[config.mk]
export PLATFORM = sky130hd
export DESIGN_NAME = hsc_config_regs
export DESIGN_NICKNAME = d
export VERILOG_FILES = /design/src/design/hsc_pkg.sv /design/src/design/hsc_config_regs.sv
export SDC_FILE = /design/constraint.sdc
export NUM_CORES = 1
export LEC_CHECK = 0
export BUFFER_PORTS_ARGS = -buffer_cell sky130_fd_sc_hd__buf_2
export CORE_AREA = 4 4 133 135
export DETAILED_ROUTE_END_ITERATION = 16
export DIE_AREA = 0 0 137 139
export PLACE_DENSITY = 0.55
export SLEW_MARGIN = 20
export SYNTH_ARGS = -nofsm -noshare
export SYNTH_HDL_FRONTEND = slang
export SYNTH_SLANG_ARGS = --single-unit
[constraint.sdc]
create_clock -name clk_i -period 4.8 [get_ports clk_i]
set_input_delay 0 -clock clk_i [delete_from_list [all_inputs] [get_ports clk_i]]
set_output_delay 0 -clock clk_i [all_outputs]
set_load 0.01 [all_outputs]
[src/design/hsc_pkg.sv]
package hsc_pkg;

  // ----------------------------------------------------------------
  // register offsets
  // ----------------------------------------------------------------
  localparam logic [7:0] HSC_OFS_SET_A   = 8'h90;
  localparam logic [7:0] HSC_OFS_SET_B   = 8'h91;
  localparam logic [7:0] HSC_OFS_COMP_LO = 8'h92;
  localparam logic [7:0] HSC_OFS_MULT    = 8'h93;
  localparam logic [7:0] HSC_OFS_UI      = 8'ha0;
  localparam logic [7:0] HSC_OFS_PROX    = 8'ha1;
  localparam logic [7:0] HSC_OFS_TOUCH   = 8'ha2;

  // ----------------------------------------------------------------
  // reset values and writable-bit masks
  // ----------------------------------------------------------------
  localparam logic [7:0] HSC_RST_SET_A   = 8'h03;
  localparam logic [7:0] HSC_RST_SET_B   = 8'h50;
  localparam logic [7:0] HSC_RST_COMP_LO = 8'h00;
  localparam logic [7:0] HSC_RST_MULT    = 8'h00;
  localparam logic [7:0] HSC_RST_UI      = 8'h00;
  localparam logic [7:0] HSC_RST_PROX    = 8'h19;
  localparam logic [7:0] HSC_RST_TOUCH   = 8'h19;
  localparam logic [7:0] HSC_MSK_SET_A   = 8'h33;
  localparam logic [7:0] HSC_MSK_UI      = 8'h77;

  // ----------------------------------------------------------------
  // field positions
  // ----------------------------------------------------------------
  localparam int HSC_DIV_LSB    = 4;
  localparam int HSC_MODE_LSB   = 0;
  localparam int HSC_BASE_LSB   = 6;
  localparam int HSC_TGT_LSB    = 0;
  localparam int HSC_CHI_LSB    = 6;
  localparam int HSC_COARSE_LSB = 4;
  localparam int HSC_FINE_LSB   = 0;
  localparam int HSC_LIN_BIT    = 6;
  localparam int HSC_THYS_LSB   = 4;
  localparam int HSC_SWAP_BIT   = 2;
  localparam int HSC_PHYS_LSB   = 0;

  // ----------------------------------------------------------------
  // decoded values
  // ----------------------------------------------------------------
  localparam logic [4:0] HSC_DIV_2    = 5'h02;
  localparam logic [4:0] HSC_DIV_8    = 5'h08;
  localparam logic [4:0] HSC_DIV_16   = 5'h10;
  localparam logic [7:0] HSC_BASE_75  = 8'h4b;
  localparam logic [7:0] HSC_BASE_150 = 8'h96;
  localparam logic [7:0] HSC_BASE_200 = 8'hc8;
  localparam logic [1:0] HSC_TUNE_OFF     = 2'h0;
  localparam logic [1:0] HSC_TUNE_PARTIAL = 2'h1;
  localparam logic [1:0] HSC_TUNE_SEMI    = 2'h2;
  localparam logic [1:0] HSC_TUNE_FULL    = 2'h3;

  typedef struct packed {
    logic [4:0]  transfer_rate_divider;
    logic [1:0]  auto_tune_mode;
    logic        coarse_tune_en;
    logic        fine_tune_en;
    logic [7:0]  auto_tune_base;
    logic [10:0] auto_tune_target;
    logic [9:0]  comp;
    logic [1:0]  coarse;
    logic [3:0]  fine;
    logic        lin_en;
    logic        swap_dir;
    logic [7:0]  prox_thr;
    logic [7:0]  prox_hyst;
    logic [9:0]  touch_thr;
    logic [9:0]  touch_hyst;
  } hsc_cfg_t;

  typedef struct packed {
    logic [7:0] set_a;
    logic [7:0] set_b;
    logic [7:0] comp_lo;
    logic [7:0] mult;
    logic [7:0] ui;
    logic [7:0] prox;
    logic [7:0] touch;
    logic [7:0] rdata;
    hsc_cfg_t   cfg;
  } hsc_state_t;

endpackage

[src/design/hsc_config_regs.sv]
`timescale 1ns/1ps

// Overview of operation
// - divider bits 5-4: 00 -> /2, 01 -> /8, 11 -> /16
// - tuning mode bits 1-0: off, partial, semi-partial, full
// - tuning base bits 7-6: 00 -> 75, 01 -> 150, 11 -> 200
// - tuning target is the six-bit field times 32
// - 10-bit compensation: low byte at 0x92, top two bits at 0x93[7:6]
// - coarse multiplier in bits 5-4, fine multiplier in bits 3-0
// - bit 6 of switch settings enables output linearisation
// - touch hysteresis: 00 off, 01 one eighth, 11 one sixteenth
// - bit 2 of switch settings swaps field direction indication
// - prox hysteresis: 00 off, 01 or 10 one eighth, 11 one sixteenth
// - prox threshold is the register value, reset 25
// - touch threshold is four times the register value
module hsc_config_regs
  import hsc_pkg::*;
(
  input  wire logic       clk_i,
  input  wire logic       rst_n_i,
  input  wire logic [7:0] reg_addr_i,
  input  wire logic [7:0] reg_wdata_i,
  input  wire logic       reg_wr_i,
  input  wire logic       reg_rd_i,
  output logic      [7:0] reg_rdata_o,
  output hsc_cfg_t        cfg_o
);

  // ----------------------------------------------------------------
  // state
  // ----------------------------------------------------------------
  hsc_state_t s_r;
  hsc_state_t s_nxt;

  function automatic hsc_cfg_t decode(input hsc_state_t s);
    hsc_cfg_t c;
    c = '0;
    unique case (s.set_a[HSC_DIV_LSB +: 2])
      2'b00:   c.transfer_rate_divider = HSC_DIV_2;
      2'b01:   c.transfer_rate_divider = HSC_DIV_8;
      default: c.transfer_rate_divider = HSC_DIV_16;
    endcase
    c.auto_tune_mode = s.set_a[HSC_MODE_LSB +: 2];
    c.coarse_tune_en = (c.auto_tune_mode == HSC_TUNE_FULL);
    c.fine_tune_en   = (c.auto_tune_mode != HSC_TUNE_OFF) &&
                       (c.auto_tune_mode != HSC_TUNE_PARTIAL);
    unique case (s.set_b[HSC_BASE_LSB +: 2])
      2'b00:   c.auto_tune_base = HSC_BASE_75;
      2'b01:   c.auto_tune_base = HSC_BASE_150;
      default: c.auto_tune_base = HSC_BASE_200;
    endcase
    c.auto_tune_target = {s.set_b[HSC_TGT_LSB +: 6], 5'h00};
    c.comp     = {s.mult[HSC_CHI_LSB +: 2], s.comp_lo};
    c.coarse   = s.mult[HSC_COARSE_LSB +: 2];
    c.fine     = s.mult[HSC_FINE_LSB +: 4];
    c.lin_en   = s.ui[HSC_LIN_BIT];
    c.swap_dir = s.ui[HSC_SWAP_BIT];
    c.prox_thr  = s.prox;
    c.touch_thr = {s.touch, 2'b00};
    unique case (s.ui[HSC_THYS_LSB +: 2])
      2'b00:   c.touch_hyst = 10'h000;
      2'b11:   c.touch_hyst = {4'h0, c.touch_thr[9:4]};
      default: c.touch_hyst = {3'h0, c.touch_thr[9:3]};
    endcase
    unique case (s.ui[HSC_PHYS_LSB +: 2])
      2'b00:   c.prox_hyst = 8'h00;
      2'b11:   c.prox_hyst = {4'h0, c.prox_thr[7:4]};
      default: c.prox_hyst = {3'h0, c.prox_thr[7:3]};
    endcase
    return c;
  endfunction

  // ----------------------------------------------------------------
  // next state
  // ----------------------------------------------------------------
  always_comb begin
    s_nxt = s_r;
    if (reg_wr_i) begin
      unique case (reg_addr_i)
        HSC_OFS_SET_A:   s_nxt.set_a   = reg_wdata_i & HSC_MSK_SET_A;
        HSC_OFS_SET_B:   s_nxt.set_b   = reg_wdata_i;
        HSC_OFS_COMP_LO: s_nxt.comp_lo = reg_wdata_i;
        HSC_OFS_MULT:    s_nxt.mult    = reg_wdata_i;
        HSC_OFS_UI:      s_nxt.ui      = reg_wdata_i & HSC_MSK_UI;
        HSC_OFS_PROX:    s_nxt.prox    = reg_wdata_i;
        HSC_OFS_TOUCH:   s_nxt.touch   = reg_wdata_i;
        default:         s_nxt.set_b   = s_r.set_b;
      endcase
    end
    if (reg_rd_i) begin
      unique case (reg_addr_i)
        HSC_OFS_SET_A:   s_nxt.rdata = s_r.set_a;
        HSC_OFS_SET_B:   s_nxt.rdata = s_r.set_b;
        HSC_OFS_COMP_LO: s_nxt.rdata = s_r.comp_lo;
        HSC_OFS_MULT:    s_nxt.rdata = s_r.mult;
        HSC_OFS_UI:      s_nxt.rdata = s_r.ui;
        HSC_OFS_PROX:    s_nxt.rdata = s_r.prox;
        HSC_OFS_TOUCH:   s_nxt.rdata = s_r.touch;
        default:         s_nxt.rdata = 8'h00;
      endcase
    end
    // synchronous reset overrides any request in the same cycle
    if (!rst_n_i) begin
      s_nxt         = '0;
      s_nxt.set_a   = HSC_RST_SET_A;
      s_nxt.set_b   = HSC_RST_SET_B;
      s_nxt.comp_lo = HSC_RST_COMP_LO;
      s_nxt.mult    = HSC_RST_MULT;
      s_nxt.ui      = HSC_RST_UI;
      s_nxt.prox    = HSC_RST_PROX;
      s_nxt.touch   = HSC_RST_TOUCH;
    end
    s_nxt.cfg = decode(s_nxt);
  end

  // ----------------------------------------------------------------
  // registers
  // ----------------------------------------------------------------
  always_ff @(posedge clk_i) begin
    s_r <= s_nxt;
  end

  assign reg_rdata_o = s_r.rdata;
  assign cfg_o       = s_r.cfg;

  logic wr_a, wr_b, wr_m, wr_u, wr_t, wr_p;
  logic wr_c, wr_x, rd_x, map_hit;
  assign wr_a = reg_wr_i && reg_addr_i == HSC_OFS_SET_A;
  assign wr_b = reg_wr_i && reg_addr_i == HSC_OFS_SET_B;
  assign wr_m = reg_wr_i && reg_addr_i == HSC_OFS_MULT;
  assign wr_u = reg_wr_i && reg_addr_i == HSC_OFS_UI;
  assign wr_t = reg_wr_i && reg_addr_i == HSC_OFS_TOUCH;
  assign wr_p = reg_wr_i && reg_addr_i == HSC_OFS_PROX;
  assign wr_c    = reg_wr_i && reg_addr_i == HSC_OFS_COMP_LO;
  assign map_hit = reg_addr_i inside {HSC_OFS_SET_A, HSC_OFS_SET_B, HSC_OFS_COMP_LO, HSC_OFS_MULT,
                                      HSC_OFS_UI, HSC_OFS_PROX, HSC_OFS_TOUCH};
  assign wr_x    = reg_wr_i && !map_hit;
  assign rd_x    = reg_rd_i && !map_hit;
endmodule // hsc_config_regs

Yosys cells after proc, flatten, opt, wreduce, memory -nomap -nowiden. Cells that the tools add are included. Widths: inputs -> output; s select.

Reduce and logical (&&, ||, !) cells: 8. Muxes and demuxes: 15. Equality and inequality tests: 13.

Operators with widths (count): $mux 144 (1); $eq 8x8->1 const B (7); $pmux 8 s7 (1); $mux 54 (1); $mux 8 (6); $pmux 5 s2 (2); $pmux 8 s2 (1); $pmux 7 s2 (1); $logic_not 2->1 (4); $mux 7 (1); $eq 2x2->1 const B (3); $mux 6 (1); $eq 2x1->1 const B (2); $reduce_and 2->1 (2); $ne 2x1->1 const B (1); $reduce_bool 2->1 (1); $logic_and 1x1->1 (1).

Output and inout port bits: 90. Flip-flop bits (word level): 117. Bits of input ports: 20. Logic and storage cells: 59.

Depth between registers and ports, before layout. Gate-level depths: netlist (run 1).

Depth in word-level cells: 6. Gate-level depth with buffers: 9. Mapped depth without buffers: 8.

Worst setup path after synthesis (run 1). OpenSTA, ideal clock, no wires.

Kind: input-to-reg. From: in reg_addr_i[4]. To: reg s_r (netlist bit cfg_o[4]). Path buffers: 1. Library setup time: 75 ps. Setup slack: 2826 ps. Stages: 9. Data arrival time: 1899 ps. Required time: 4725 ps. Path through: nor4bb_1 clkbuf_1 nand3_1 mux2i_1 nor2b_1 ha_1 nor2b_1 nand2_1 o22ai_1.

RTL lines: start, declared (line hsc_config_regs.sv:21) `input wire logic [7:0] reg_addr_i,`; end signal, assigned (line hsc_config_regs.sv:120) `s_r <= s_nxt;`; end, declared (line hsc_config_regs.sv:32) `hsc_state_t s_r;`.

==> results.sh, run 1 <==
export IMPL_outcome="complete, no violations"
export IMPL_syn_area_um2=4070
export IMPL_synth_top_area_cell="dfxtp_1"
export IMPL_period_needed_ns=2.05
export IMPL_drt_wirelength_per_cell_um=17.6
export IMPL_fin_cells=681
export IMPL_path_class="input pin to register"
export IMPL_muxShareOfSynthArea_pct=10.6
export IMPL_max_freq_ghz=0.487
export IMPL_rsz0062_at_grt="false"
export IMPL_max_slew_margin_pct=33.3
export IMPL_worstPathRequired_ns=5.07
export IMPL_min_period_over_period_pct=42.8
export IMPL_first_global_vias=3053
export IMPL_ant_nets=0
export IMPL_start_util_pct=24.7
export IMPL_synthFlopType="dfxtp_1"
export IMPL_crit_path_start_kind="input pin"
export IMPL_vias=2952
export IMPL_clkSinkCount=79
export IMPL_synth_compound_area_share_pct=11.9
export IMPL_die_h_um=139
export IMPL_design_die_area_um2=19000
export IMPL_fin_skew_ns=0.0132
export IMPL_cap_violations=0
export IMPL_syn_inst=448
export IMPL_seq_area_frac_synth_pct=38.9
export IMPL_root_buffer="clkbuf_16"
export IMPL_synth_top_family_by_area="buffers and inverters"
export IMPL_place_congestion=0.837
export IMPL_vias_per_cell=4.33
export IMPL_cts_tree="yes"
export IMPL_numCtsBuffers=9
export IMPL_grt_max_degree=66
export IMPL_synthArstFlopShare_pct=0
export IMPL_synth_cell_type_count=47
export IMPL_drc=0
export IMPL_synthAdderAreaFrac_pct=0.615
export IMPL_powerDensity_nw_per_um2=320
export IMPL_synth_seq_cells=79
export IMPL_core_area_um2=16500
export IMPL_leakage_nw=2.00
export IMPL_ir_worst_vdd_v=0.000163
export IMPL_fillers=1812
export IMPL_ioPinCount=110
export IMPL_postCtsHoldBufs=2
export IMPL_grt_usage_pct=12.6
export IMPL_synthSimpleGateAreaFrac_pct=18.9
export IMPL_cts_resized=0
export IMPL_placed_area_um2=4100
export IMPL_clk_latency_ns=0.34
export IMPL_cts_buffer_depth=2
export IMPL_fin_nets=479
export IMPL_cp_arrival_ns=2.32
export IMPL_fin_area_um2=4420
export IMPL_drt_iter0_drc=148
export IMPL_area_growth_pct=8.67
export IMPL_final_max_slew_viol_count=0
export IMPL_synthXorXnorAreaFrac_pct=0
export IMPL_pwr_share_comb_pct=5.1
export IMPL_dp_cells=664
export IMPL_die_w_um=137
export IMPL_cts_setup_buffers=0
export IMPL_yosysTopAreaCellShare_pct=38.9
export IMPL_port_buffers=93
export IMPL_synth_edf_count=0
export IMPL_setup_tns_ns=0
export IMPL_drt_wl_total_mm=12.0
export IMPL_setup_viol=0
export IMPL_grt_overflow=0
export IMPL_ys_warnings_count=0
export IMPL_cts_htree_levels=3
export IMPL_crit_path_end_kind="register"
export IMPL_drive_gt1_share_pct=25.6
export IMPL_swShare_pct=22.8
export IMPL_min_path_type="input pin to register"
export IMPL_tightest_slew_ns=1.00
export IMPL_path_clk_slew_ns=0.06
export IMPL_n_antenna_cell=0
export IMPL_switchingPower_w=0.000323
export IMPL_syn_avg_cell_area_um2=9.08
export IMPL_power_frac_clock_pct=48.4
export IMPL_p_total_w=0.00141
export IMPL_pwr_share_seq_pct=46.4
export IMPL_rows=47
export IMPL_synth_most_common_cell="buf_4"
export IMPL_post_dp_hpwl_mm=9.23
export IMPL_final_hold_viol_count=0
export IMPL_p_int_w=0.00109
export IMPL_worstPathMaxFanout=27
export IMPL_synth_top_cells_by_count="buf_4, dfxtp_1, nand2_1"
export IMPL_firstDrtPassIters=4
export IMPL_antenna_found_initial=0
export IMPL_grt_first_pass_wirelength_mm=17.9
export IMPL_post_route_util_pct=26.9
export IMPL_yosys_top_cells_area="dfxtp_1, buf_4, mux2i_1"
cell type report:
class                           count  area [µm²]  share of cell area, %
Timing Repair Buffer               96         493                   11.1
Sequential cell                    79        1580                   35.8
Clock buffer                       10         239                   5.40
Clock inverter                      5        58.8                   1.33
Inverter                            1        3.75                 0.0849
Multi-Input combinational cell    270        1770                   40.0
Tap cell                          220         275                   6.23
power by group through the flow:
stage | logic (W) | registers (W) | clock network (W)
floorplan | 0.0000551 | 0.000671 | 0
global placement | 0.0000709 | 0.000671 | 0
detailed placement | 0.0000714 | 0.000671 | 0
CTS | 0.0000727 | 0.000657 | 0.000705
global route | 0.0000788 | 0.000657 | 0.000725
finish | 0.0000726 | 0.000657 | 0.000685
stage by stage:
stage	hold slack (ns)	setup WS, ns
3_5_place_dp	0.342	2.38
4_1_cts	0.0137	2.76
3_3_place_gp	0.338	2.47
5_1_grt	0.0411	2.52
2_1_floorplan	0.125	2.83
6_report	0.00959	2.75
flip-flops by register name, summed over array words and instances, names as in the netlist:
signal / cells
cfg_o: 53
reg_rdata_o: 8
s_r: 18
routing by layer:
| layer | global-route usage, % | up-vias | part of all wire [%] |
|---|---|---|---|
| li1 | - | 1447 | - |
| met1 | 14.8 | 1404 | 42 |
| met2 | 21.0 | 88 | 49 |
| met3 | 3.52 | 13 | 7.0 |
| met4 | 5.88 | 0 | 2.0 |
| met5 | 0 | - | 0 |
path summary, 6_finish.rpt:
path         slack, ns  cells past startpoint                           to                   startpoint
max               2.75                      9             cfg_o[4]$_DFF_P_                reg_addr_i[0]
min               0.01                      3       cfg_o[44]$_SDFFE_PN0P_               reg_wdata_i[0]
max reg2reg       3.20                      6             cfg_o[4]$_DFF_P_             s_r[110]$_DFF_P_
min reg2reg       0.45                      2  reg_rdata_o[1]$_SDFFE_PN0P_  reg_rdata_o[1]$_SDFFE_PN0P_
cells by family (layout without fill, tap and decap cells):
family | Yosys count | after routing
other | 1 | 16
multiplexers | 43 | 43
flip-flops | 79 | 79
AND/OR/NAND/NOR | 141 | 141
AO/OA/AOI/OAI | 68 | 68
buffers and inverters | 114 | 112
adder cells (fa/ha/maj) | 2 | 2
critical path, stage by stage:
cell and delay [ns]:
buf_2 0.39, and2b_1 0.30, nand3_1 0.34, mux2i_1 0.23
nor2b_1 0.08, ha_1 0.36, nor2b_1 0.29, nand2_1 0.11
o22ai_1 0.19
layout by cell type, fill, tap and decap left out, drive strengths merged, types with 5 or more instances in the layout:
cell    synthesis  layout
mux2i          42      42
conb            1      16
dfxtp          79      79
a21boi         11      11
and2            5       5
nor2            9       9
nand2          58      58
clkbuf         18      10
buf            95      94
o21ai           9       9
nand3           9       9
nor2b          40      40
a22oi          14      14
o22ai          13      13
a22o            5       5
a221oi          5       5
Power figures use the tool's default switching activity.
==> inputs of run 2 (changes only) <==
PLACE_DENSITY = 0.56   (was 0.55)
clock period = 1.7 ns   (was 4.8 ns; I/O delays follow)
==> run 2 against run 1 <==
Net effect:
- clock skew is 0.0079 ns lower
- via count grew 5.8%
- sequential share of layout area decreased by 2.4 points
- final cell count increased by 5.3%
- die area unchanged
- worst hold slack better by 0.010 ns
- critical path depth down 2
- sequential power increased to 2.8 times the previous value
- utilization increased by 2.0 points
- first-iteration DRC count rose by 33%
- combinational power grew to 3.6 times the previous value
- critical endpoint unchanged
==> results.sh, run 2 (same netlist as run 1, synthesis figures left out) <==
export IMPL_cap_violations=0
export IMPL_rows=47
export IMPL_worstPathMaxFanout=19
export IMPL_setup_viol=0
export IMPL_critical_path_top_delay_family="buffers and inverters"
export IMPL_drt_wirelength_per_cell_um=17.4
export IMPL_timing_rr_start="s_r[111]$_DFF_P_"
export IMPL_n_antenna_cell=0
export IMPL_start_util_pct=24.7
export IMPL_cts_buffer_depth=2
export IMPL_drt_iter0_drc=197
export IMPL_multiInputGateArea_um2=1790
export IMPL_hold_path_depth=3
export IMPL_clkSinkCount=79
export IMPL_whs_endpoint="cfg_o[51]$_SDFFE_PN0P_"
export IMPL_drc=0
export IMPL_ant_nets=0
export IMPL_reg2reg_to="cfg_o[4]$_DFF_P_"
export IMPL_leakage_nw=2.19
export IMPL_vias=3124
export IMPL_crit_path_end_kind="register"
export IMPL_outcome="complete, no violations"
export IMPL_core_area_um2=16500
export IMPL_final_max_slew_viol_count=0
export IMPL_fin_area_um2=4740
export IMPL_drive_gt1_share_pct=31.4
export IMPL_final_hold_viol_count=0
export IMPL_grt_overflow=0
export IMPL_grt_max_degree=27
export IMPL_critPathSlowestCell="dlygate4sd3_1"
export IMPL_drt_wl_total_mm=12.4
export IMPL_worst_r2r_path_depth=6
export IMPL_fin_nets=514
export IMPL_design_die_area_um2=19000
export IMPL_path_clk_slew_ns=0.07
export IMPL_setup_tns_ns=0
export IMPL_path_class="input pin to register"
export IMPL_cts_resized=0
export IMPL_ioPinCount=110
export IMPL_ir_worst_vdd_v=0.000424
export IMPL_first_global_vias=3225
export IMPL_regArea_um2=1580
export IMPL_area_growth_pct=16.6
export IMPL_clk_latency_ns=0.34
export IMPL_vias_per_cell=4.36
export IMPL_min_path_type="input pin to register"
export IMPL_period_needed_ns=1.65
export IMPL_worstPathRequired_ns=1.96
export IMPL_antenna_found_initial=0
export IMPL_die_w_um=137
export IMPL_port_buffers=93
export IMPL_placed_area_um2=4400
export IMPL_post_route_util_pct=28.8
export IMPL_die_h_um=139
export IMPL_numCtsBuffers=9
export IMPL_max_stage_delay_ns=0.52
export IMPL_min_period_over_period_pct=96.9
export IMPL_final_common_cell="buf_2"
export IMPL_powerDensity_nw_per_um2=872
export IMPL_place_congestion=0.841
export IMPL_hold_worst_slack_ns=0.0197
export IMPL_min_delay_start="reg_wdata_i[7]"
export IMPL_rsz0062_at_grt="false"
export IMPL_fillers=1799
export IMPL_cts_tree="yes"
export IMPL_crit_path_start_kind="input pin"
export IMPL_r2r_slack_ns=0.18
export IMPL_crit_path_cell_trace="dlygate4sd3_1 -> buf_2 -> nor2b_1 -> ha_1 -> nor2b_2 -> nand2_1 -> o22ai_1"
export IMPL_final_cell_mix="buf_2, dfxtp_1, nand2_1"
export IMPL_path_buf_inv=2
export IMPL_max_freq_ghz=0.607
export IMPL_fin_skew_ns=0.00529
export IMPL_post_dp_hpwl_mm=9.85
export IMPL_grt_usage_pct=13.1
export IMPL_root_buffer="clkbuf_16"
export IMPL_p_total_w=0.00413
export IMPL_largest_reg_flops=53
export IMPL_cp_arrival_ns=1.91
export IMPL_grt_first_pass_wirelength_mm=18.7
export IMPL_cts_htree_levels=3
export IMPL_firstDrtPassIters=4
## run 2: metrics by stage
step                setup slack (ns)  instances
floorplan                     0.0393        463
global placement             -0.0942        698
detailed placement            -0.245        698
CTS                            0.102        717
global route                  0.0186        717
finish                        0.0529        717
## run 2: worst max-delay path by stage
stage / slack (ns) / endpoint / startpoint / depth (start not counted)
2_1_floorplan: 0.04 / cfg_o[4]$_DFF_P_ / reg_addr_i[4] / 9
3_3_place_gp: -0.09 / cfg_o[4]$_DFF_P_ / reg_addr_i[4] / 10
3_5_place_dp: -0.24 / cfg_o[4]$_DFF_P_ / reg_addr_i[4] / 10
4_1_cts: 0.10 / cfg_o[4]$_DFF_P_ / rst_n_i / 7
5_1_grt: 0.02 / cfg_o[4]$_DFF_P_ / reg_addr_i[4] / 10
6_report: 0.05 / cfg_o[4]$_DFF_P_ / rst_n_i / 7
## run 2: where the power goes
| group | leakage (nW) | total, W | switching (W) | internal [W] |
|---|---|---|---|---|
| clock | 0.155 | 0.00202 | 0.000846 | 0.00118 |
| combinational | 1.40 | 0.000259 | 0.000161 | 0.0000976 |
| sequential | 0.637 | 0.00185 | 0.00000157 | 0.00185 |
## run 2: repair_timing
| action | CTS | global route |
|---|---|---|
| hold buffers | 3 | 0 |
| hold endpoints to repair | 3 | 0 |
| buffers inserted | 0 | 0 |
## run 2: cell type report
type | instances | area share, %
clock buffers | 9 | 4.75
clock inverters | 7 | 1.85
inverters | 1 | 0.0791
multi-input cells | 270 | 37.7
flip-flops and latches | 79 | 33.3
well taps | 220 | 5.80
repair buffers | 131 | 16.5
## run 2: metal layers
layer  vias to the layer above  track usage (%)  wire, µm
met3                        16             4.25       810
met2                        92             22.0      6030
met4                         0             5.30       340
met1                      1495             15.2      5270
li1                       1521                -         -
met5                         -                0         0
## run 2: worst min-delay path, delay by kind of cell
family	cells	cell delay (ns)
buffers and inverters	1	0.17
and+or+nand+nor	1	0.08
AOI/OAI and AO/OA	1	0.07
==> inputs of run 3 (changes only) <==
ABC_AREA = 1   (was default)
==> run 3 against run 2 <==
Net effect:
- synthesized cell count up 19%
- worst hold slack worse by 0.0057 ns
- critical path depth up 3
- utilization down 0.74 points
- setup slack better by 0.26 ns
- non-clock buffer count down 7
- critical path type unchanged
- sequential share of layout area up 0.88 points
- register-to-register slack better by 0.13 ns
- final cell count up 11%
- power up 2.2%
- clock-buffer cell count up 1
- combinational power down 18%
==> results.sh, run 3 <==
export IMPL_outcome="complete, no violations"
export IMPL_synth_cell_type_count=29
export IMPL_period_needed_ns=1.39
export IMPL_crit_path_end_kind="register"
export IMPL_swShare_pct=23.0
export IMPL_path_clk_slew_ns=0.06
export IMPL_final_max_slew_viol_count=0
export IMPL_pwr_share_seq_pct=44.0
export IMPL_fin_skew_ns=0.00987
export IMPL_drt_wl_total_mm=11.6
export IMPL_cts_setup_buffers=0
export IMPL_rsz0062_at_grt="false"
export IMPL_crit_path_start_kind="input pin"
export IMPL_synth_edf_count=0
export IMPL_drive_gt1_share_pct=27.5
export IMPL_clkSinkCount=79
export IMPL_firstDrtPassIters=5
export IMPL_reg2reg_to="cfg_o[4]$_DFF_P_"
export IMPL_final_cell_mix="buf_2, nand2_1, dfxtp_1"
export IMPL_fillers=1846
export IMPL_cp_arrival_ns=1.66
export IMPL_leakage_nw=2.30
export IMPL_fin_area_um2=4620
export IMPL_p_total_w=0.00422
export IMPL_n_antenna_cell=0
export IMPL_syn_avg_cell_area_um2=7.56
export IMPL_largest_reg_flops=53
export IMPL_start_util_pct=24.5
export IMPL_drc=0
export IMPL_ant_nets=0
export IMPL_worstPathRequired_ns=1.97
export IMPL_setup_viol=0
export IMPL_power_frac_clock_pct=51.0
export IMPL_postCtsHoldBufs=6
export IMPL_pre_cts_ws_ns=-0.0376
export IMPL_max_freq_ghz=0.719
export IMPL_vias_per_cell=4.06
export IMPL_cp_endpoint="cfg_o[22]$_DFF_P_"
export IMPL_area_growth_pct=14.5
export IMPL_syn_inst=534
export IMPL_worstPathMaxFanout=3
export IMPL_startpoint="reg_wdata_i[0]"
export IMPL_numCtsBuffers=9
export IMPL_powerDensity_nw_per_um2=914
export IMPL_cts_resized=0
export IMPL_cts_htree_levels=3
export IMPL_placed_area_um2=4230
export IMPL_synthFlopType="dfxtp_1"
export IMPL_fin_nets=596
export IMPL_grt_overflow=0
export IMPL_final_common_cell="buf_2"
export IMPL_synth_top_area_cell="dfxtp_1"
export IMPL_clk_latency_ns=0.34
export IMPL_synth_top_cells_by_count="buf_4, nand2_1, dfxtp_1"
export IMPL_root_buffer="clkbuf_16"
export IMPL_ys_warnings_count=0
export IMPL_p_int_w=0.00325
export IMPL_antenna_found_initial=0
export IMPL_first_global_vias=3135
export IMPL_design_die_area_um2=19000
export IMPL_final_hold_viol_count=0
export IMPL_die_w_um=137
export IMPL_yosysTopAreaCellShare_pct=39.2
export IMPL_place_congestion=0.827
export IMPL_min_path_type="input pin to register"
export IMPL_synth_most_common_cell="buf_4"
export IMPL_switchingPower_w=0.000973
export IMPL_path_class="input pin to register"
export IMPL_worst_r2r_path_depth=8
export IMPL_min_period_over_period_pct=81.8
export IMPL_port_buffers=93
export IMPL_die_h_um=139
export IMPL_timing_rr_start="s_r[110]$_DFF_P_"
export IMPL_setup_slack_ns=0.309
export IMPL_cts_tree="yes"
export IMPL_synth_seq_cells=79
export IMPL_seq_area_frac_synth_pct=39.2
export IMPL_drt_iter0_drc=205
export IMPL_grt_usage_pct=12.5
export IMPL_dr_wl_met2_mm=5.30
export IMPL_cts_buffer_depth=2
export IMPL_ir_worst_vdd_v=0.000489
export IMPL_drt_wirelength_per_cell_um=14.6
export IMPL_hold_path_depth=3
export IMPL_top_layer_used="met4"
export IMPL_synthArstFlopShare_pct=0
export IMPL_hold_worst_slack_ns=0.0139
export IMPL_post_dp_hpwl_mm=9.06
export IMPL_vias=3247
export IMPL_wl_met1_mm=5.35
export IMPL_rows=47
export IMPL_core_area_um2=16500
export IMPL_grt_first_pass_wirelength_mm=17.9
export IMPL_r2r_slack_ns=0.31
export IMPL_ioPinCount=110
export IMPL_grt_max_degree=26
export IMPL_cap_violations=0
export IMPL_route_met3_wl_um=812
export IMPL_pwr_share_comb_pct=5.0
export IMPL_yosys_top_cells_area="dfxtp_1, buf_4, nand2_1"
export IMPL_syn_area_um2=4040
## run 3: cell types whose count changed after synthesis, sizes merged, moves of 8 or more
cell | previous run | this run
inv | 1 | 64
nand3 | 9 | 58
a21oi | 1 | 46
mux2i | 42 | 0
nor2b | 40 | 0
o21ai | 9 | 48
nand2 | 58 | 86
nor2 | 9 | 26
a22oi | 14 | 0
o22ai | 13 | 0
a21boi | 11 | 0
clkbuf | 18 | 7
buf | 95 | 103
## run 3: worst min-delay path by stage
| stage | start | endpoint | slack, ns |
|---|---|---|---|
| after floorplan | rst_n_i | cfg_o[81]$_DFF_P_ | 0.17 |
| after global placement | reg_wdata_i[3] | cfg_o[47]$_SDFFE_PN0P_ | 0.30 |
| after detailed placement | reg_wdata_i[3] | cfg_o[47]$_SDFFE_PN0P_ | 0.31 |
| after CTS | rst_n_i | cfg_o[44]$_SDFFE_PN0P_ | 0.0003 |
| after global routing | rst_n_i | cfg_o[39]$_SDFFE_PN0P_ | 0.01 |
| final | reg_wdata_i[4] | cfg_o[48]$_SDFFE_PN0P_ | 0.01 |
## run 3: kinds of logic (layout without fill, tap and decap cells)
group | Yosys count | count (layout) | share of synthesized area [%]
adder cells (fa/ha/maj) | 2 | 2 | 0.620
flip-flops | 79 | 79 | 39.2
AND/OR/NAND/NOR | 180 | 180 | 21.9
AO/OA/AOI/OAI | 97 | 97 | 12.6
other | 1 | 16 | 0.0929
buffers and inverters | 175 | 205 | 25.6
## run 3: final cells by class
class,instances,area (µm²),area share (%)
inverters,65,245,5.31
repair buffers,124,713,15.4
flip-flops and latches,79,1580,34.2
multi-input cells,295,1480,31.9
well taps,220,275,5.96
clock inverters,6,91.3,1.98
clock buffers,10,239,5.17
## run 3: stage by stage
| step | util, % | TNS (ns) | std cells |
|---|---|---|---|
| final | 28.1 | 0 | 799 |
| after global routing | 28.1 | 0 | 799 |
| after CTS | 28.1 | 0 | 799 |
| after detailed placement | 25.7 | -0.101 | 777 |
| after global placement | 25.7 | 0 | 777 |
| after floorplan | - | 0 | 549 |
## run 3: metal layers
layer  vias to the layer above  track usage [%]
met5                         -                0
met4                         0             4.10
met3                        13             3.52
met2                       104             19.4
met1                      1451             16.5
li1                       1679                -
## run 3: power groups by stage
stage	Clock [W]	Combinational (W)	Sequential, W
finish	0.00215	0.000212	0.00186
detailed placement	0	0.000200	0.00190
global route	0.00229	0.000232	0.00186
floorplan	0	0.000149	0.00190
CTS	0.00222	0.000211	0.00186
global placement	0	0.000200	0.00190
## run 3: worst max-delay path: stages
cell	delay, ns
dlygate4sd3_1	0.53
buf_2	0.15
o21ai_0	0.16
a21oi_1	0.08
ha_1	0.33
inv_1	0.09
nand2_1	0.08
inv_1	0.08
nand4_1	0.09
o21ai_1	0.08
